[config.mk]
export PLATFORM = sky130hd
export DESIGN_NAME = time_stamp_reconstruction
export DESIGN_NICKNAME = d
export VERILOG_FILES = /design/src/rtl/tsr_pkg.sv /design/src/rtl/quot_div.sv /design/src/rtl/time_stamp_reconstruction.sv
export VERILOG_INCLUDE_DIRS = /design/src /design/src/rtl
export SDC_FILE = /design/constraint.sdc
export NUM_CORES = 2
export LEC_CHECK = 0
export BUFFER_PORTS_ARGS = -buffer_cell sky130_fd_sc_hd__buf_2
export CAP_MARGIN = 30
export CORE_MARGIN = 8
export CORE_UTILIZATION = 58
export CTS_CLUSTER_SIZE = 12
export DETAILED_ROUTE_END_ITERATION = 10
export PLACE_DENSITY = 0.78
export SETUP_SLACK_MARGIN = 0.02
export SYNTH_ARGS = -nofsm -noshare
export SYNTH_HDL_FRONTEND = slang
export SYNTH_SLANG_ARGS = --single-unit
export TNS_END_PERCENT = 5
[constraint.sdc]
create_clock -name clk -period 14.5 [get_ports clk]
set_clock_uncertainty 0.2 [all_clocks]
set_input_delay 2.175 -clock clk [delete_from_list [all_inputs] [get_ports clk]]
set_output_delay 2.175 -clock clk [all_outputs]
set_load 0.01 [all_outputs]
[src/rtl/tsr_regs.svh]
// Purpose: Offsets, field positions, reset values and scale constants.
// Assumes: Included once per compile unit through its guard.
// Notes:   Time stamps are kept in 0.1 ns units.
//
// Summary of operation
// - Lower time count adds time overflow correction.
// - Block first samples also get rollover checks.
// - Stamp is count times 2 ns minus interpolator.
// - Rollover correction precedes interpolator merge.
// - Interval output is later stamp minus earlier.
// - Armed block first sample is arming time.
// - Path offset subtracted from armed block first only.
// - Status bit 6 set marks block first.
// - Arming-to-first-edge interval is not reported.
// - Report first stamp minus arming stamp once.
// - Frequency is events over time, period inverse.
// - Missed events are event difference minus one.
// - Gate time is elapsed time between samples.
// - Event counts are rollover corrected first.
// - Third channel event stamps are multiplied four.
// - Records carry time, interpolator, flags, events.
// - Times-four scaling follows event rollover fix.
// - Lower event count adds event overflow correction.
`ifndef TSR_REGS_SVH
`define TSR_REGS_SVH

`define CTRL_ADDR   4'h0
`define TOVF_ADDR   4'h4
`define EOVF_ADDR   4'h8
`define OFFS_ADDR   4'hC
`define STAT_ADDR   4'h3
`define RCNT_ADDR   4'h7

`define CTRL_W      6
`define CTRL_FREQ   0
`define CTRL_PER    1
`define CTRL_EXP    2
`define CTRL_CHC    3
`define CTRL_ARMED  4
`define CTRL_CLR    5

`define CTRL_RST    6'h00
`define TOVF_RST    32'h0100_0000
`define EOVF_RST    32'h0100_0000
`define OFFS_RST    32'h0000_0000

`define FIRST_BIT   6
`define INH_BIT     7
`define INTERP_W    6

`define COARSE_PS   2000
`define FINE_PS     100
`define TICK_RATIO  48'(`COARSE_PS / `FINE_PS)
`define FRAC_BITS   32

`endif

[src/rtl/tsr_pkg.sv]
// Purpose: Types shared by the reconstruction block and its bench.
// Assumes: Widths fixed at the sample record layout.
// Notes:   Result values are 0.1 ns units, plain counts or rates with 32 fraction bits.
package tsr_pkg;

   // One raw sample record from the measurement hardware.
   typedef struct packed {
      logic [23:0] time_cnt;
      logic [23:0] ev_cnt;
      logic [7:0]  int_stat;
   } sample_s;

   typedef enum logic [2:0] {
      RK_CTI    = 3'h0,
      RK_ARM    = 3'h1,
      RK_MISSED = 3'h2,
      RK_GATE   = 3'h3,
      RK_FREQ   = 3'h4,
      RK_PERIOD = 3'h5
   } result_kind_e;

   typedef struct packed {
      result_kind_e kind;
      logic         inhibit;
      logic [63:0]  value;
   } result_s;

   typedef enum logic [2:0] {
      S_IDLE = 3'b000,
      S_PRI  = 3'b001,
      S_SEC  = 3'b011,
      S_DIV  = 3'b010,
      S_QUO  = 3'b110
   } step_e;

endpackage

[src/rtl/quot_div.sv]
// Purpose: Serial restoring divider, one quotient bit per clock.
// Assumes: start is ignored while a division is running.
// Notes:   Division by zero yields an all-ones quotient.
`timescale 1ns/1ps
module quot_div (
   input  wire logic        clk,
   input  wire logic        reset,
   input  wire logic        start,
   input  wire logic [63:0] num,
   input  wire logic [63:0] den,
   output logic             busy,
   output logic             done,
   output logic [63:0]      quot
);
   logic [64:0] rem_ff;
   logic [63:0] q_ff;
   logic [63:0] d_ff;
   logic [6:0]  cnt_ff;
   logic [64:0] trial;

   // Trial subtraction of the divisor from the shifted remainder.
   assign trial = {rem_ff[63:0], q_ff[63]} - {1'b0, d_ff};
   assign busy  = cnt_ff != 7'h00;
   assign quot  = q_ff;

   // Shift loop; done pulses the cycle after the last bit lands.
   always_ff @(posedge clk) begin
      if (reset) begin
         rem_ff <= 65'h0;
         q_ff   <= 64'h0;
         d_ff   <= 64'h0;
         cnt_ff <= 7'h00;
         done   <= 1'b0;
      end else begin
         done <= cnt_ff == 7'h01;
         if (start && !busy) begin
            rem_ff <= 65'h0;
            q_ff   <= num;
            d_ff   <= den;
            cnt_ff <= 7'h40;
         end else if (busy) begin
            cnt_ff <= cnt_ff - 7'h01;
            if (!trial[64]) begin
               rem_ff <= trial;
               q_ff   <= {q_ff[62:0], 1'b1};
            end else begin
               rem_ff <= {rem_ff[63:0], q_ff[63]};
               q_ff   <= {q_ff[62:0], 1'b0};
            end
         end
      end
   end
endmodule

[src/rtl/time_stamp_reconstruction.sv]
// Purpose: Turns raw sample records into time stamps and results.
// Assumes: Registers are written before the first sample arrives.
// Notes:   One sample is taken per idle cycle; results are pulses.
//
// The register addresses and the strobed register port were chosen for this implementation.
`timescale 1ns/1ps
`include "tsr_regs.svh"
module time_stamp_reconstruction (
   input  wire logic             clk,
   input  wire logic             reset,
   input  wire logic [3:0]       reg_addr,
   input  wire logic [31:0]      reg_wdata,
   input  wire logic             reg_wr,
   input  wire logic             reg_rd,
   output logic [31:0]           reg_rdata,
   input  wire logic             smp_valid,
   input  wire tsr_pkg::sample_s smp,
   output logic                  smp_ready,
   output logic                  res_valid,
   output tsr_pkg::result_s      res
);
   import tsr_pkg::*;

   logic [`CTRL_W-1:0] ctrl_ff;
   logic [31:0]        tovf_ff;
   logic [31:0]        eovf_ff;
   logic [31:0]        offs_ff;
   logic [31:0]        rcnt_ff;
   step_e              step_ff;
   step_e              nxt_step;
   logic [23:0]        tprev_ff;
   logic [39:0]        tadd_ff;
   logic               tseen_ff;
   logic [23:0]        eprev_ff;
   logic [39:0]        eadd_ff;
   logic               eseen_ff;
   logic [47:0]        ts_prev_ff;
   logic               tsv_ff;
   logic [41:0]        es_prev_ff;
   logic               esv_ff;
   logic [47:0]        arm_ff;
   logic               arm_pend_ff;
   logic [47:0]        dt_ff;
   logic [41:0]        de_ff;
   logic [63:0]        pri_ff;
   result_kind_e       pri_kind_ff;
   logic               inh_ff;
   logic               accept;
   logic               clr;
   logic               first;
   logic               armed_first;
   logic               has_ev;
   logic               t_roll;
   logic               e_roll;
   logic [39:0]        tadd_n;
   logic [39:0]        tcorr;
   logic [39:0]        eadd_n;
   logic [39:0]        ecorr;
   logic [47:0]        tstamp;
   logic [41:0]        estamp;
   logic [47:0]        dt_n;
   logic [41:0]        de_n;
   logic               div_start;
   logic               div_done;
   logic [63:0]        div_quot;
   logic [63:0]        div_num;
   logic [63:0]        div_den;

   // Stream waits while results pend, and in a clear cycle too, so a
   // sample taken then can never be lost to the clearing of state.
   assign smp_ready = step_ff == S_IDLE && !clr;
   assign accept    = smp_valid && smp_ready;
   assign clr       = reg_wr && reg_addr == `CTRL_ADDR
                      && reg_wdata[`CTRL_CLR];
   assign first     = smp.int_stat[`FIRST_BIT];
   assign armed_first = first && ctrl_ff[`CTRL_ARMED];
   // The arming sample of a block-armed record carries no event.
   assign has_ev = (ctrl_ff[`CTRL_FREQ] || ctrl_ff[`CTRL_EXP])
                   && !armed_first;

   // Time rollover is checked against every predecessor, block
   // starts included, and is folded in before the stamp is built.
   assign t_roll = tseen_ff && smp.time_cnt < tprev_ff;
   assign tadd_n = t_roll ? tadd_ff + {8'h00, tovf_ff} : tadd_ff;
   assign tcorr  = {16'h0000, smp.time_cnt} + tadd_n;

   // Stamp in 0.1 ns units; offset only on the arming sample.
   assign tstamp = 48'(tcorr) * `TICK_RATIO
                   - 48'(smp.int_stat[`INTERP_W-1:0])
                   - (armed_first ? {16'h0000, offs_ff}
                                  : 48'h0);

   // Event rollover first, then the third-channel scaling.
   assign e_roll = eseen_ff && smp.ev_cnt < eprev_ff;
   assign eadd_n = e_roll ? eadd_ff + {8'h00, eovf_ff} : eadd_ff;
   assign ecorr  = {16'h0000, smp.ev_cnt} + eadd_n;
   assign estamp = ctrl_ff[`CTRL_CHC] ? {ecorr, 2'b00}
                                      : {2'b00, ecorr};

   assign dt_n = tstamp - ts_prev_ff;
   assign de_n = estamp - es_prev_ff;

   // Configuration registers; the clear bit is a pulse, not stored.
   always_ff @(posedge clk) begin
      if (reset) begin
         ctrl_ff <= `CTRL_RST;
         tovf_ff <= `TOVF_RST;
         eovf_ff <= `EOVF_RST;
         offs_ff <= `OFFS_RST;
      end else if (reg_wr) begin
         case (reg_addr)
            `CTRL_ADDR: ctrl_ff <= {1'b0, reg_wdata[`CTRL_W-2:0]};
            `TOVF_ADDR: tovf_ff <= reg_wdata;
            `EOVF_ADDR: eovf_ff <= reg_wdata;
            `OFFS_ADDR: offs_ff <= reg_wdata;
            default:    ctrl_ff <= ctrl_ff;
         endcase
      end
   end

   // Read data stands only in the cycle after the read strobe.
   always_ff @(posedge clk) begin
      if (reset) begin
         reg_rdata <= 32'h0000_0000;
      end else if (reg_rd) begin
         case (reg_addr)
            `CTRL_ADDR: reg_rdata <= {26'h0, ctrl_ff};
            `TOVF_ADDR: reg_rdata <= tovf_ff;
            `EOVF_ADDR: reg_rdata <= eovf_ff;
            `OFFS_ADDR: reg_rdata <= offs_ff;
            `STAT_ADDR: reg_rdata <= {24'h0, arm_pend_ff, tsv_ff,
                                      esv_ff, tseen_ff, 1'b0, step_ff};
            `RCNT_ADDR: reg_rdata <= rcnt_ff;
            default:    reg_rdata <= 32'h0000_0000;
         endcase
      end else begin
         reg_rdata <= 32'h0000_0000;
      end
   end

   // Time rollover tracker spans the whole stream.
   always_ff @(posedge clk) begin
      if (reset || clr) begin
         tprev_ff <= 24'h0;
         tadd_ff  <= 40'h0;
         tseen_ff <= 1'b0;
      end else if (accept) begin
         tprev_ff <= smp.time_cnt;
         tadd_ff  <= tadd_n;
         tseen_ff <= 1'b1;
      end
   end

   // Event rollover tracker skips samples that carry no event.
   always_ff @(posedge clk) begin
      if (reset || clr) begin
         eprev_ff <= 24'h0;
         eadd_ff  <= 40'h0;
         eseen_ff <= 1'b0;
      end else if (accept && has_ev) begin
         eprev_ff <= smp.ev_cnt;
         eadd_ff  <= eadd_n;
         eseen_ff <= 1'b1;
      end
   end

   // Stamp history. A block start breaks the pairing so that no
   // interval or rate straddles two blocks.
   always_ff @(posedge clk) begin
      if (reset || clr) begin
         ts_prev_ff  <= 48'h0;
         tsv_ff      <= 1'b0;
         es_prev_ff  <= 42'h0;
         esv_ff      <= 1'b0;
         arm_ff      <= 48'h0;
         arm_pend_ff <= 1'b0;
         dt_ff       <= 48'h0;
         de_ff       <= 42'h0;
         inh_ff      <= 1'b0;
      end else if (accept) begin
         inh_ff <= smp.int_stat[`INH_BIT];
         dt_ff  <= dt_n;
         de_ff  <= de_n;
         if (armed_first) begin
            arm_ff      <= tstamp;
            arm_pend_ff <= 1'b1;
            tsv_ff      <= 1'b0;
            esv_ff      <= 1'b0;
         end else begin
            arm_pend_ff <= 1'b0;
            ts_prev_ff  <= tstamp;
            tsv_ff      <= 1'b1;
            es_prev_ff  <= estamp;
            esv_ff      <= has_ev;
         end
      end
   end

   // Chooses what the accepted sample yields. The pair of arming
   // stamp and first edge gives the arming value, never an interval.
   always_ff @(posedge clk) begin
      if (reset) begin
         pri_ff      <= 64'h0;
         pri_kind_ff <= RK_CTI;
      end else if (accept) begin
         if (arm_pend_ff) begin
            pri_ff      <= 64'(tstamp - arm_ff);
            pri_kind_ff <= RK_ARM;
         end else begin
            pri_ff      <= 64'(dt_n);
            pri_kind_ff <= ctrl_ff[`CTRL_FREQ] ? RK_GATE : RK_CTI;
         end
      end
   end

   // Sequencing of results for one sample.
   always_comb begin
      nxt_step = step_ff;
      case (step_ff)
         S_IDLE: begin
            if (accept && !armed_first) begin
               if (arm_pend_ff) begin
                  nxt_step = S_PRI;
               end else if (tsv_ff && !first) begin
                  if (!ctrl_ff[`CTRL_FREQ]) begin
                     nxt_step = S_PRI;
                  end else if (esv_ff && has_ev) begin
                     nxt_step = ctrl_ff[`CTRL_EXP] ? S_PRI : S_DIV;
                  end
               end
            end
         end
         S_PRI: begin
            if (pri_kind_ff == RK_ARM) begin
               nxt_step = S_IDLE;
            end else if (ctrl_ff[`CTRL_FREQ]) begin
               nxt_step = S_DIV;
            end else begin
               nxt_step = ctrl_ff[`CTRL_EXP] ? S_SEC : S_IDLE;
            end
         end
         S_SEC:   nxt_step = S_IDLE;
         S_DIV:   nxt_step = div_done ? S_QUO : S_DIV;
         S_QUO:   nxt_step = S_IDLE;
         default: nxt_step = S_IDLE;
      endcase
   end

   always_ff @(posedge clk) begin
      if (reset || clr) begin
         step_ff <= S_IDLE;
      end else begin
         step_ff <= nxt_step;
      end
   end

   // Frequency keeps 32 fraction bits of events per 0.1 ns; period
   // is whole 0.1 ns per event. Wider operands would cost cycles.
   assign div_num = ctrl_ff[`CTRL_PER] ? {16'h0, dt_ff}
                    : {de_ff[31:0], {`FRAC_BITS{1'b0}}};
   assign div_den = ctrl_ff[`CTRL_PER] ? {22'h0, de_ff}
                    : {16'h0, dt_ff};
   assign div_start = step_ff == S_DIV && nxt_step == S_DIV
                      && !div_done;

   // A clear also stops a division in flight, so that a stale done can
   // never finish the next rate result with an old quotient.
   quot_div u_div (
      .clk   (clk),
      .reset (reset || clr),
      .start (div_start),
      .num   (div_num),
      .den   (div_den),
      .busy  (),
      .done  (div_done),
      .quot  (div_quot)
   );

   // Result register; one pulse per result.
   always_ff @(posedge clk) begin
      if (reset) begin
         res_valid <= 1'b0;
         res       <= '0;
         rcnt_ff   <= 32'h0;
      end else begin
         res_valid <= 1'b0;
         case (step_ff)
            S_PRI: begin
               res_valid <= 1'b1;
               res       <= '{pri_kind_ff, inh_ff, pri_ff};
            end
            S_SEC: begin
               res_valid <= 1'b1;
               res       <= '{RK_MISSED, inh_ff,
                              64'(de_ff) - 64'h1};
            end
            S_QUO: begin
               res_valid <= 1'b1;
               res       <= '{ctrl_ff[`CTRL_PER] ? RK_PERIOD : RK_FREQ,
                              inh_ff, div_quot};
            end
            default: res_valid <= 1'b0;
         endcase
         // A result issued in the clear cycle still counts; the set wins.
         if (step_ff == S_PRI || step_ff == S_SEC
             || step_ff == S_QUO) begin
            rcnt_ff <= (clr ? 32'h0 : rcnt_ff) + 32'h1;
         end else if (clr) begin
            rcnt_ff <= 32'h0;
         end
      end
   end

   // Checks on the datapath.
   AST_ROLL: assert property (@(posedge clk) disable iff (reset)
      accept && !clr && t_roll |=>
      tadd_ff == $past(tadd_ff) + {8'h00, $past(tovf_ff)})
      else $error("Time rollover correction not added.");

   AST_NOROLL: assert property (@(posedge clk) disable iff (reset)
      accept && !clr && tseen_ff && !t_roll |=> $stable(tadd_ff))
      else $error("Time correction changed without rollover.");

   AST_STAMP: assert property (@(posedge clk) disable iff (reset)
      accept && !clr && !armed_first |=> ts_prev_ff ==
      48'($past(tcorr)) * 48'd20 - 48'($past(smp.int_stat[5:0])))
      else $error("Time stamp formula mismatch.");

   AST_OFFS: assert property (@(posedge clk) disable iff (reset)
      accept && !clr && armed_first |=> arm_ff == 48'($past(tcorr))
      * 48'd20 - 48'($past(smp.int_stat[5:0]))
      - {16'h0, $past(offs_ff)})
      else $error("Arming stamp offset mismatch.");

   AST_FIRST: assert property (@(posedge clk) disable iff (reset)
      accept && armed_first |=> step_ff == S_IDLE ##1 !res_valid)
      else $error("Arming sample produced a result.");

   AST_ARM: assert property (@(posedge clk) disable iff (reset)
      step_ff == S_PRI && pri_kind_ff == RK_ARM |=>
      res_valid && res.kind == RK_ARM ##1 !res_valid)
      else $error("Arming value not reported once.");

   AST_MISS: assert property (@(posedge clk) disable iff (reset)
      step_ff == S_SEC |=> res_valid && res.kind == RK_MISSED
      && res.value == 64'($past(de_ff)) - 64'h1)
      else $error("Missed event count mismatch.");

   AST_CHC: assert property (@(posedge clk) disable iff (reset)
      accept && !clr && has_ev && !armed_first && ctrl_ff[3]
      |=> es_prev_ff[1:0] == 2'b00)
      else $error("Third channel event stamp not scaled.");

   AST_DIV: assert property (@(posedge clk) disable iff (reset)
      step_ff == S_IDLE ##1 step_ff == S_DIV |->
      ##[1:70] res_valid && (res.kind == RK_FREQ
      || res.kind == RK_PERIOD))
      else $error("Rate result not produced in time.");

endmodule

### After elaboration in Yosys (flattened, before gate mapping)

Cells that the tools add are included.

| operators by class | value |
|---|---|
| add/sub/neg operators | 13 |
| multiply operators | 1 |
| reductions and logical operators | 38 |
| eq/ne operators | 12 |
| multiplexer cells | 35 |
| $lt $le $gt $ge | 2 |
| bitwise logic cells | 2 |

Operators with widths:

| cell | number |
|---|---|
| $mux W64 | 5 |
| $pmux W68 S3 | 1 |
| $pmux W32 S6 | 1 |
| $mux W32 | 3 |
| $add A24 B40 Y40 | 2 |
| $add A40 B32 Y40 | 2 |
| $mux W40 | 2 |
| $sub A65 B64 Y65 | 1 |
| $sub A48 B48 Y49 | 1 |
| $lt A24 B24 Y1 | 2 |
| $mux W48 | 1 |
| $sub A48 B48 Y48 | 1 |
| $sub A46 B33 Y47 | 1 |
| $sub A45 B6 Y46 | 1 |
| $mul A40 B3 Y43 const B | 1 |
| $sub A42 B1 Y43 const B | 1 |
| $mux W42 | 1 |
| $sub A42 B42 Y42 | 1 |
| $add A32 B1 Y32 const B | 1 |
| $mux W3 | 6 |
| $logic_and A1 B1 Y1 | 15 |
| $mux W7 | 2 |
| $mux W2 | 6 |
| $reduce_and A2 Y1 | 6 |
| other kinds (20) | 39 |

| word-level totals | value |
|---|---|
| output and inout port bits | 102 |
| logic and storage cells | 137 |
| bits of input ports | 97 |
| register bits | 866 |

### Logic depth before layout (Yosys ltp)

| depth | value |
|---|---|
| depth in word-level cells | 15 |
| gate-level depth with buffers | 63 |
| depth with buffers taken out | 60 |

### Hierarchy

Synthesis repeated with hierarchy kept, for this count alone.

| unflattened totals | value |
|---|---|
| cells, all modules | 7951 |
| area total of the unflattened synthesis | 59798.6 µm² |

By module, submodules not included:

| module | area each (µm²) | cells each | times used |
|---|---|---|---|
| time_stamp_reconstruction | 47523.1 | 6370 | 1 |
| quot_div | 12275.5 | 1581 | 1 |

### Least setup slack after synthesis

Ideal clock, no wire load.

| timing path | value |
|---|---|
| path kind | input port to flip-flop |
| start | in smp[47] (netlist name) |
| end | reg pri_ff[46] |
| stages on the path | 53 |
| library setup time | 0.070 ns |
| arrival | 13.953 ns |
| slack | 0.277 ns |
| cells stage by stage | ha_1 > nand4_1 > nor4_1 > nand3_1 > o2111ai_1 > clkbuf_1 > buf_1 > mux2_2 > ha_1 > fa_1 > a21o_1 > a21oi_1 > o21ai_0 > a21oi_1 > o21ai_0 > a21oi_1 > o22ai_1 > a21oi_1 > [... 17 more ...] > a211oi_1 > a21boi_0 > o31ai_1 > a21boi_0 > ha_1 > a21o_1 > a21oi_1 > o2bb2ai_1 > a2111oi_0 > o21ai_0 > and3_1 > or2_2 > a221oi_1 > a21oi_1 > xnor2_1 > o21ai_0 > o21ai_0 > a21oi_1 |

| on the way | value |
|---|---|
| longest elaborated chain between the ends | 9 |

RTL lines:

| item | line | text |
|---|---|---|
| start, declared | time_stamp_reconstruction.sv:17 | `input wire tsr_pkg::sample_s smp,` |
| $lt A24 B24 Y1 * | time_stamp_reconstruction.sv:83 | `assign t_roll = tseen_ff && smp.time_cnt < tprev_ff;` |
| $logic_and A1 B1 Y1 * | time_stamp_reconstruction.sv:83 |  |
| $mux W40 * | time_stamp_reconstruction.sv:84 | `assign tadd_n = t_roll ? tadd_ff + {8'h00, tovf_ff} : tadd_ff;` |
| via tadd_n[0] | time_stamp_reconstruction.sv:55 | `logic [39:0] tadd_n;` |
| $add A24 B40 Y40 * | time_stamp_reconstruction.sv:85 | `assign tcorr = {16'h0000, smp.time_cnt} + tadd_n;` |
| $mul A40 B3 Y43 (no source line) * | n/a |  |
| $sub A45 B6 Y46 * | time_stamp_reconstruction.sv:88 | `` assign tstamp = 48'(tcorr) * `TICK_RATIO `` |
| $sub A46 B33 Y47 * | time_stamp_reconstruction.sv:88 |  |
| via tstamp[28] | time_stamp_reconstruction.sv:59 | `logic [47:0] tstamp;` |
| $sub A48 B48 Y48 or $sub A48 B48 Y49 (tied branches) | time_stamp_reconstruction.sv:100, time_stamp_reconstruction.sv:207 |  |
| $mux W64 * | time_stamp_reconstruction.sv:206 | `if (arm_pend_ff) begin` |
| end signal, assigned | time_stamp_reconstruction.sv:207 | `pri_ff <= 64'(tstamp - arm_ff);` |
| end signal, assigned | time_stamp_reconstruction.sv:210 | `pri_ff <= 64'(dt_n);` |
| end, declared | time_stamp_reconstruction.sv:45 | `logic [63:0] pri_ff;` |

Mark *: on every way through the listed nets, which the timed path passes. The rest lies on a longest branch.
A chain may end at the register's enable or synchronous reset.

### Final worst setup path

| timing path | value |
|---|---|
| start | in smp[47] (netlist name) |
| end | reg pri_ff[44] |

Same word-level chain as after synthesis.

==> key figures <==
Routing
  – Via count: 55845
  – 1st-iter DRT viols: 5750
  – Drc violations: 0
  – WL/cell: between 20 and 25 um
  – Remaining antenna violation count: 0
  – TritonRoute pass-1 iters: 6
  – DRT Wirelength: around 180000 um
  – Drt via density: 6.23

CTS
  – Clk Latency, worst-skew pair: just under 0.7 ns
  – Cts bufs inserted: 91
  – Clock root buffer: clkbuf_16
  – Clock Path Buffers: 3
  – CTS tree: done
  – Num Clock Sinks: between 800 and 900
  – Post-CTS Setup Inserts: 0
  – CTS clk-pin slew, worst paths: 0.06 ns
  – H-tree Lvls: 3

Synthesis
  – Post-Synth Simple-Gate Area: about 20%
  – Syn avg cell area: 7.52 sq um
  – Mapped Area: 57100 sq um
  – Most numerous cell in the Yosys netlist: nand2_1
  – Dominant combinational cell family by area after synthesis: compound AO/OA/AOI/OAI gates
  – Top FF cell, synth: dfxtp_1
  – Post-synthesis compound-gate area fraction: 24.8%
  – Area leader, netlist: dfxtp_1
  – Synth cell types: 101
  – Number of synthesized flops with an enable pin: 0
  – Adder-cell area share of the yosys netlist: 10.4%
  – Multiplexer area fraction after synthesis: roughly 2.8%
  – Flops & latches, synth: ~830
  – Cell count after synthesis: 7601
  – Synth Area in XOR/XNOR: 7.02%
  – Post-synth top cells: nand2_1 (1111), a21oi_1 (897), dfxtp_1 (832)
  – Syn nets: about 8000
  – Post-synth top area share: 29.1%
  – Synth area leaders: dfxtp_1 (29%), ha_1 (10%), a21oi_1 (7.9%)
  – Synth warnings: 0
  – Ys async rst share: 0%
  – Sequential-to-total area share from yosys stat: between 20% and 30%

Power and ir drop
  – Clk network pwr share: 17.8%
  – Switching share of total power: 46.3%
  – P per Cell Area: roughly 220 nW/um^2
  – Sequential fraction of design power: approximately a fifth
  – Leak: around 25 nW
  – Pint: 7.23 mW
  – Peak ir drop on the vdd network: roughly 220 uV
  – Sw Pwr: 6.24 mW
  – Total power draw: 13.5 mW
  – Gate power share: 61.3%

Floorplan
  – Core region area: 98000 sq um
  – Boundary pin count: 199
  – Die area: 109000 sq um
  – Die W: 330 um
  – Starting Density: 58.3%
  – Row Count: about 120
  – Die Y: 330 um

Timing
  – RSZ-0062 raised after global routing: no
  – Slew @ Worst Pin: 1.05 ns
  – Crit share post-route: 94.8%
  – Post-route setup TNS: 0 ns
  – Final Max Slew Viols: 0
  – # setup viols final: 0
  – Min Tclk post-route: roughly 14 ns
  – Hold violation total from the final report: 0
  – Slew headroom: 29.8%
  – Fmax: 72.7 MHz

Critical path
  – Crit start category: input pin
  – Reg2reg path depth: 50
  – Req. time, crit path: about 15 ns
  – Crit end category: register
  – Worst Path Class, Setup: input pin to register
  – CP peak stage delay: 0.46 ns
  – Setup slack, reg-to-reg: 1.95 ns
  – Critical Path Sink: pri_ff[44]
  – Critical path fanouts, max: 10
  – Worst Path Arrival: 14.14 ns
  – Worst R2R Start: tovf_ff[0]
  – Cell mode on critical path: ha_1
  – Crit path launch: smp[47]
  – R2r endpoint: pri_ff[44]
  – Critical Path Slowest Stage Cell: a2111oi_0

Outcome
  – Status: completed

Place
  – Routability congestion estimate: 1.01
  – Detailed Place HPWL: 136000 um
  – PortBufs: 198

GRT
  – Largest net degree at the start of global routing: roughly 150
  – Gr usage total: 32.2%
  – Initial antenna violation count: 5
  – Vias in the first global route: 51406
  – Gr ovfl total: 0
  – First-pass GRT wire length: 284000 um

Cells and area
  – Area growth syn-to-layout: 9.47%
  – Nets: 8178
  – # fillers: 8688
  – Layout cells sized above 1: 7.97%

Run
  – Max-cap viol count: 0

Min path
  – Hold WC Path Type: register to register
layout by cell type, fill, tap and decap left out, types with 122 or more instances in the layout:
cell	synthesis	final
a21oi_1	897	896
nand2_1	1111	1108
xor2_1	187	186
nor3_1	177	176
nand3_1	139	139
a21o_1	181	181
o21ai_0	318	315
a211oi_1	250	249
buf_4	3	129
ha_1	459	458
dfxtp_1	832	829
nor2_1	687	680
buf_2	6	197
xnor2_1	271	268
mux2i_1	122	122
inv_1	378	378
state kept, by name, indices dropped and copies added (netlist names), 32 cells and up:
signal / flops
reg_rdata: 32
rcnt_ff: 32
pri_ff: 49
arm_ff: 47
es_prev_ff: 42
u_div.quot: 64
u_div.d_ff: 48
u_div.rem_ff: 64
ts_prev_ff: 47
eadd_ff: 40
eovf_ff: 32
de_ff: 42
dt_ff: 48
tovf_ff: 32
offs_ff: 32
res: 68
tadd_ff: 40
power by group through the flow:
stage               logic (mW)  registers (mW)  clock network, mW
floorplan                 5.96            2.76                  0
global route              9.00            2.85               2.50
global placement          7.86            2.85                  0
finish                    8.26            2.82               2.39
detailed placement        8.00            2.86                  0
CTS                       8.05            2.81               2.42
routing by layer:
| layer | vias up | GRT usage (%) | share of wire [%] |
|---|---|---|---|
| met2 | 2413 | 50.1 | 43 |
| li1 | 26864 | - | - |
| met1 | 26079 | 42.2 | 42 |
| met3 | 485 | 5.71 | 8.5 |
| met4 | 4 | 18.0 | 6.2 |
| met5 | - | 0 | 0.014 |
kinds of logic (layout without fill, tap and decap cells):
logic type	count (synthesis)	after routing
compound gates	2275	2275
fa+ha+maj	469	469
flops	832	832
other cells	0	4
simple gates	2619	2619
buf+inv	794	871
mux	154	154
xor+xnor	458	458
worst min path at each step:
stage / from / end / slack [ns] / cells after the start
2_1_floorplan: u_div.done / step_ff[2] / 0.22 / 2
6_report: arm_ff[14] / arm_ff[14] / 0.25 / 2
5_1_grt: ts_prev_ff[24] / ts_prev_ff[24] / 0.27 / 2
3_5_place_dp: arm_ff[14] / arm_ff[14] / 0.24 / 2
4_1_cts: es_prev_ff[28] / es_prev_ff[28] / 0.25 / 2
3_3_place_gp: arm_ff[14] / arm_ff[14] / 0.24 / 2
critical path, delay by kind of cell:
| family | cells | cell delay (ns) |
|---|---|---|
| AO/OA/AOI/OAI | 27 | 6.16 |
| buffers and inverters | 3 | 0.41 |
| AND/OR/NAND/NOR | 12 | 2.21 |
| adder cells (fa/ha/maj) | 6 | 2.00 |
| XOR/XNOR | 5 | 1.17 |
final cells by class:
type                       count  area (sq um)  area share, %
multi-input combinational   5975         37700           60.3
sequential                   832         16700           26.6
clock buffer                 123          2520           4.02
timing repair buffer         333          2110           3.37
tap                         1287          1610           2.57
inverter                     379          1420           2.27
clock inverter                36           485          0.776
antenna                        4          10.0         0.0160
stage by stage:
stage / cells / hold WS (ns) / util, % / cell area [sq um] / worst slack (ns)
global route: 8965 / 0.272 / 63.8 / 62500 / 0.0391
detailed placement: 8805 / 0.242 / 60.7 / 59400 / -0.0149
CTS: 8964 / 0.254 / 63.7 / 62400 / 0.657
global placement: 8801 / 0.236 / 60.6 / 59400 / 0.0251
finish: 8969 / 0.250 / 63.8 / 62600 / 0.754
floorplan: 7601 / 0.223 / - / 57100 / 0.277
timing repair:
item / 4_1_cts / 5_1_grt
endpoints found under the setup margin: 0 / 21
resized for setup: 0 / 18
hold buffers: 0 / 0
(Power assumes the default switching activity.)
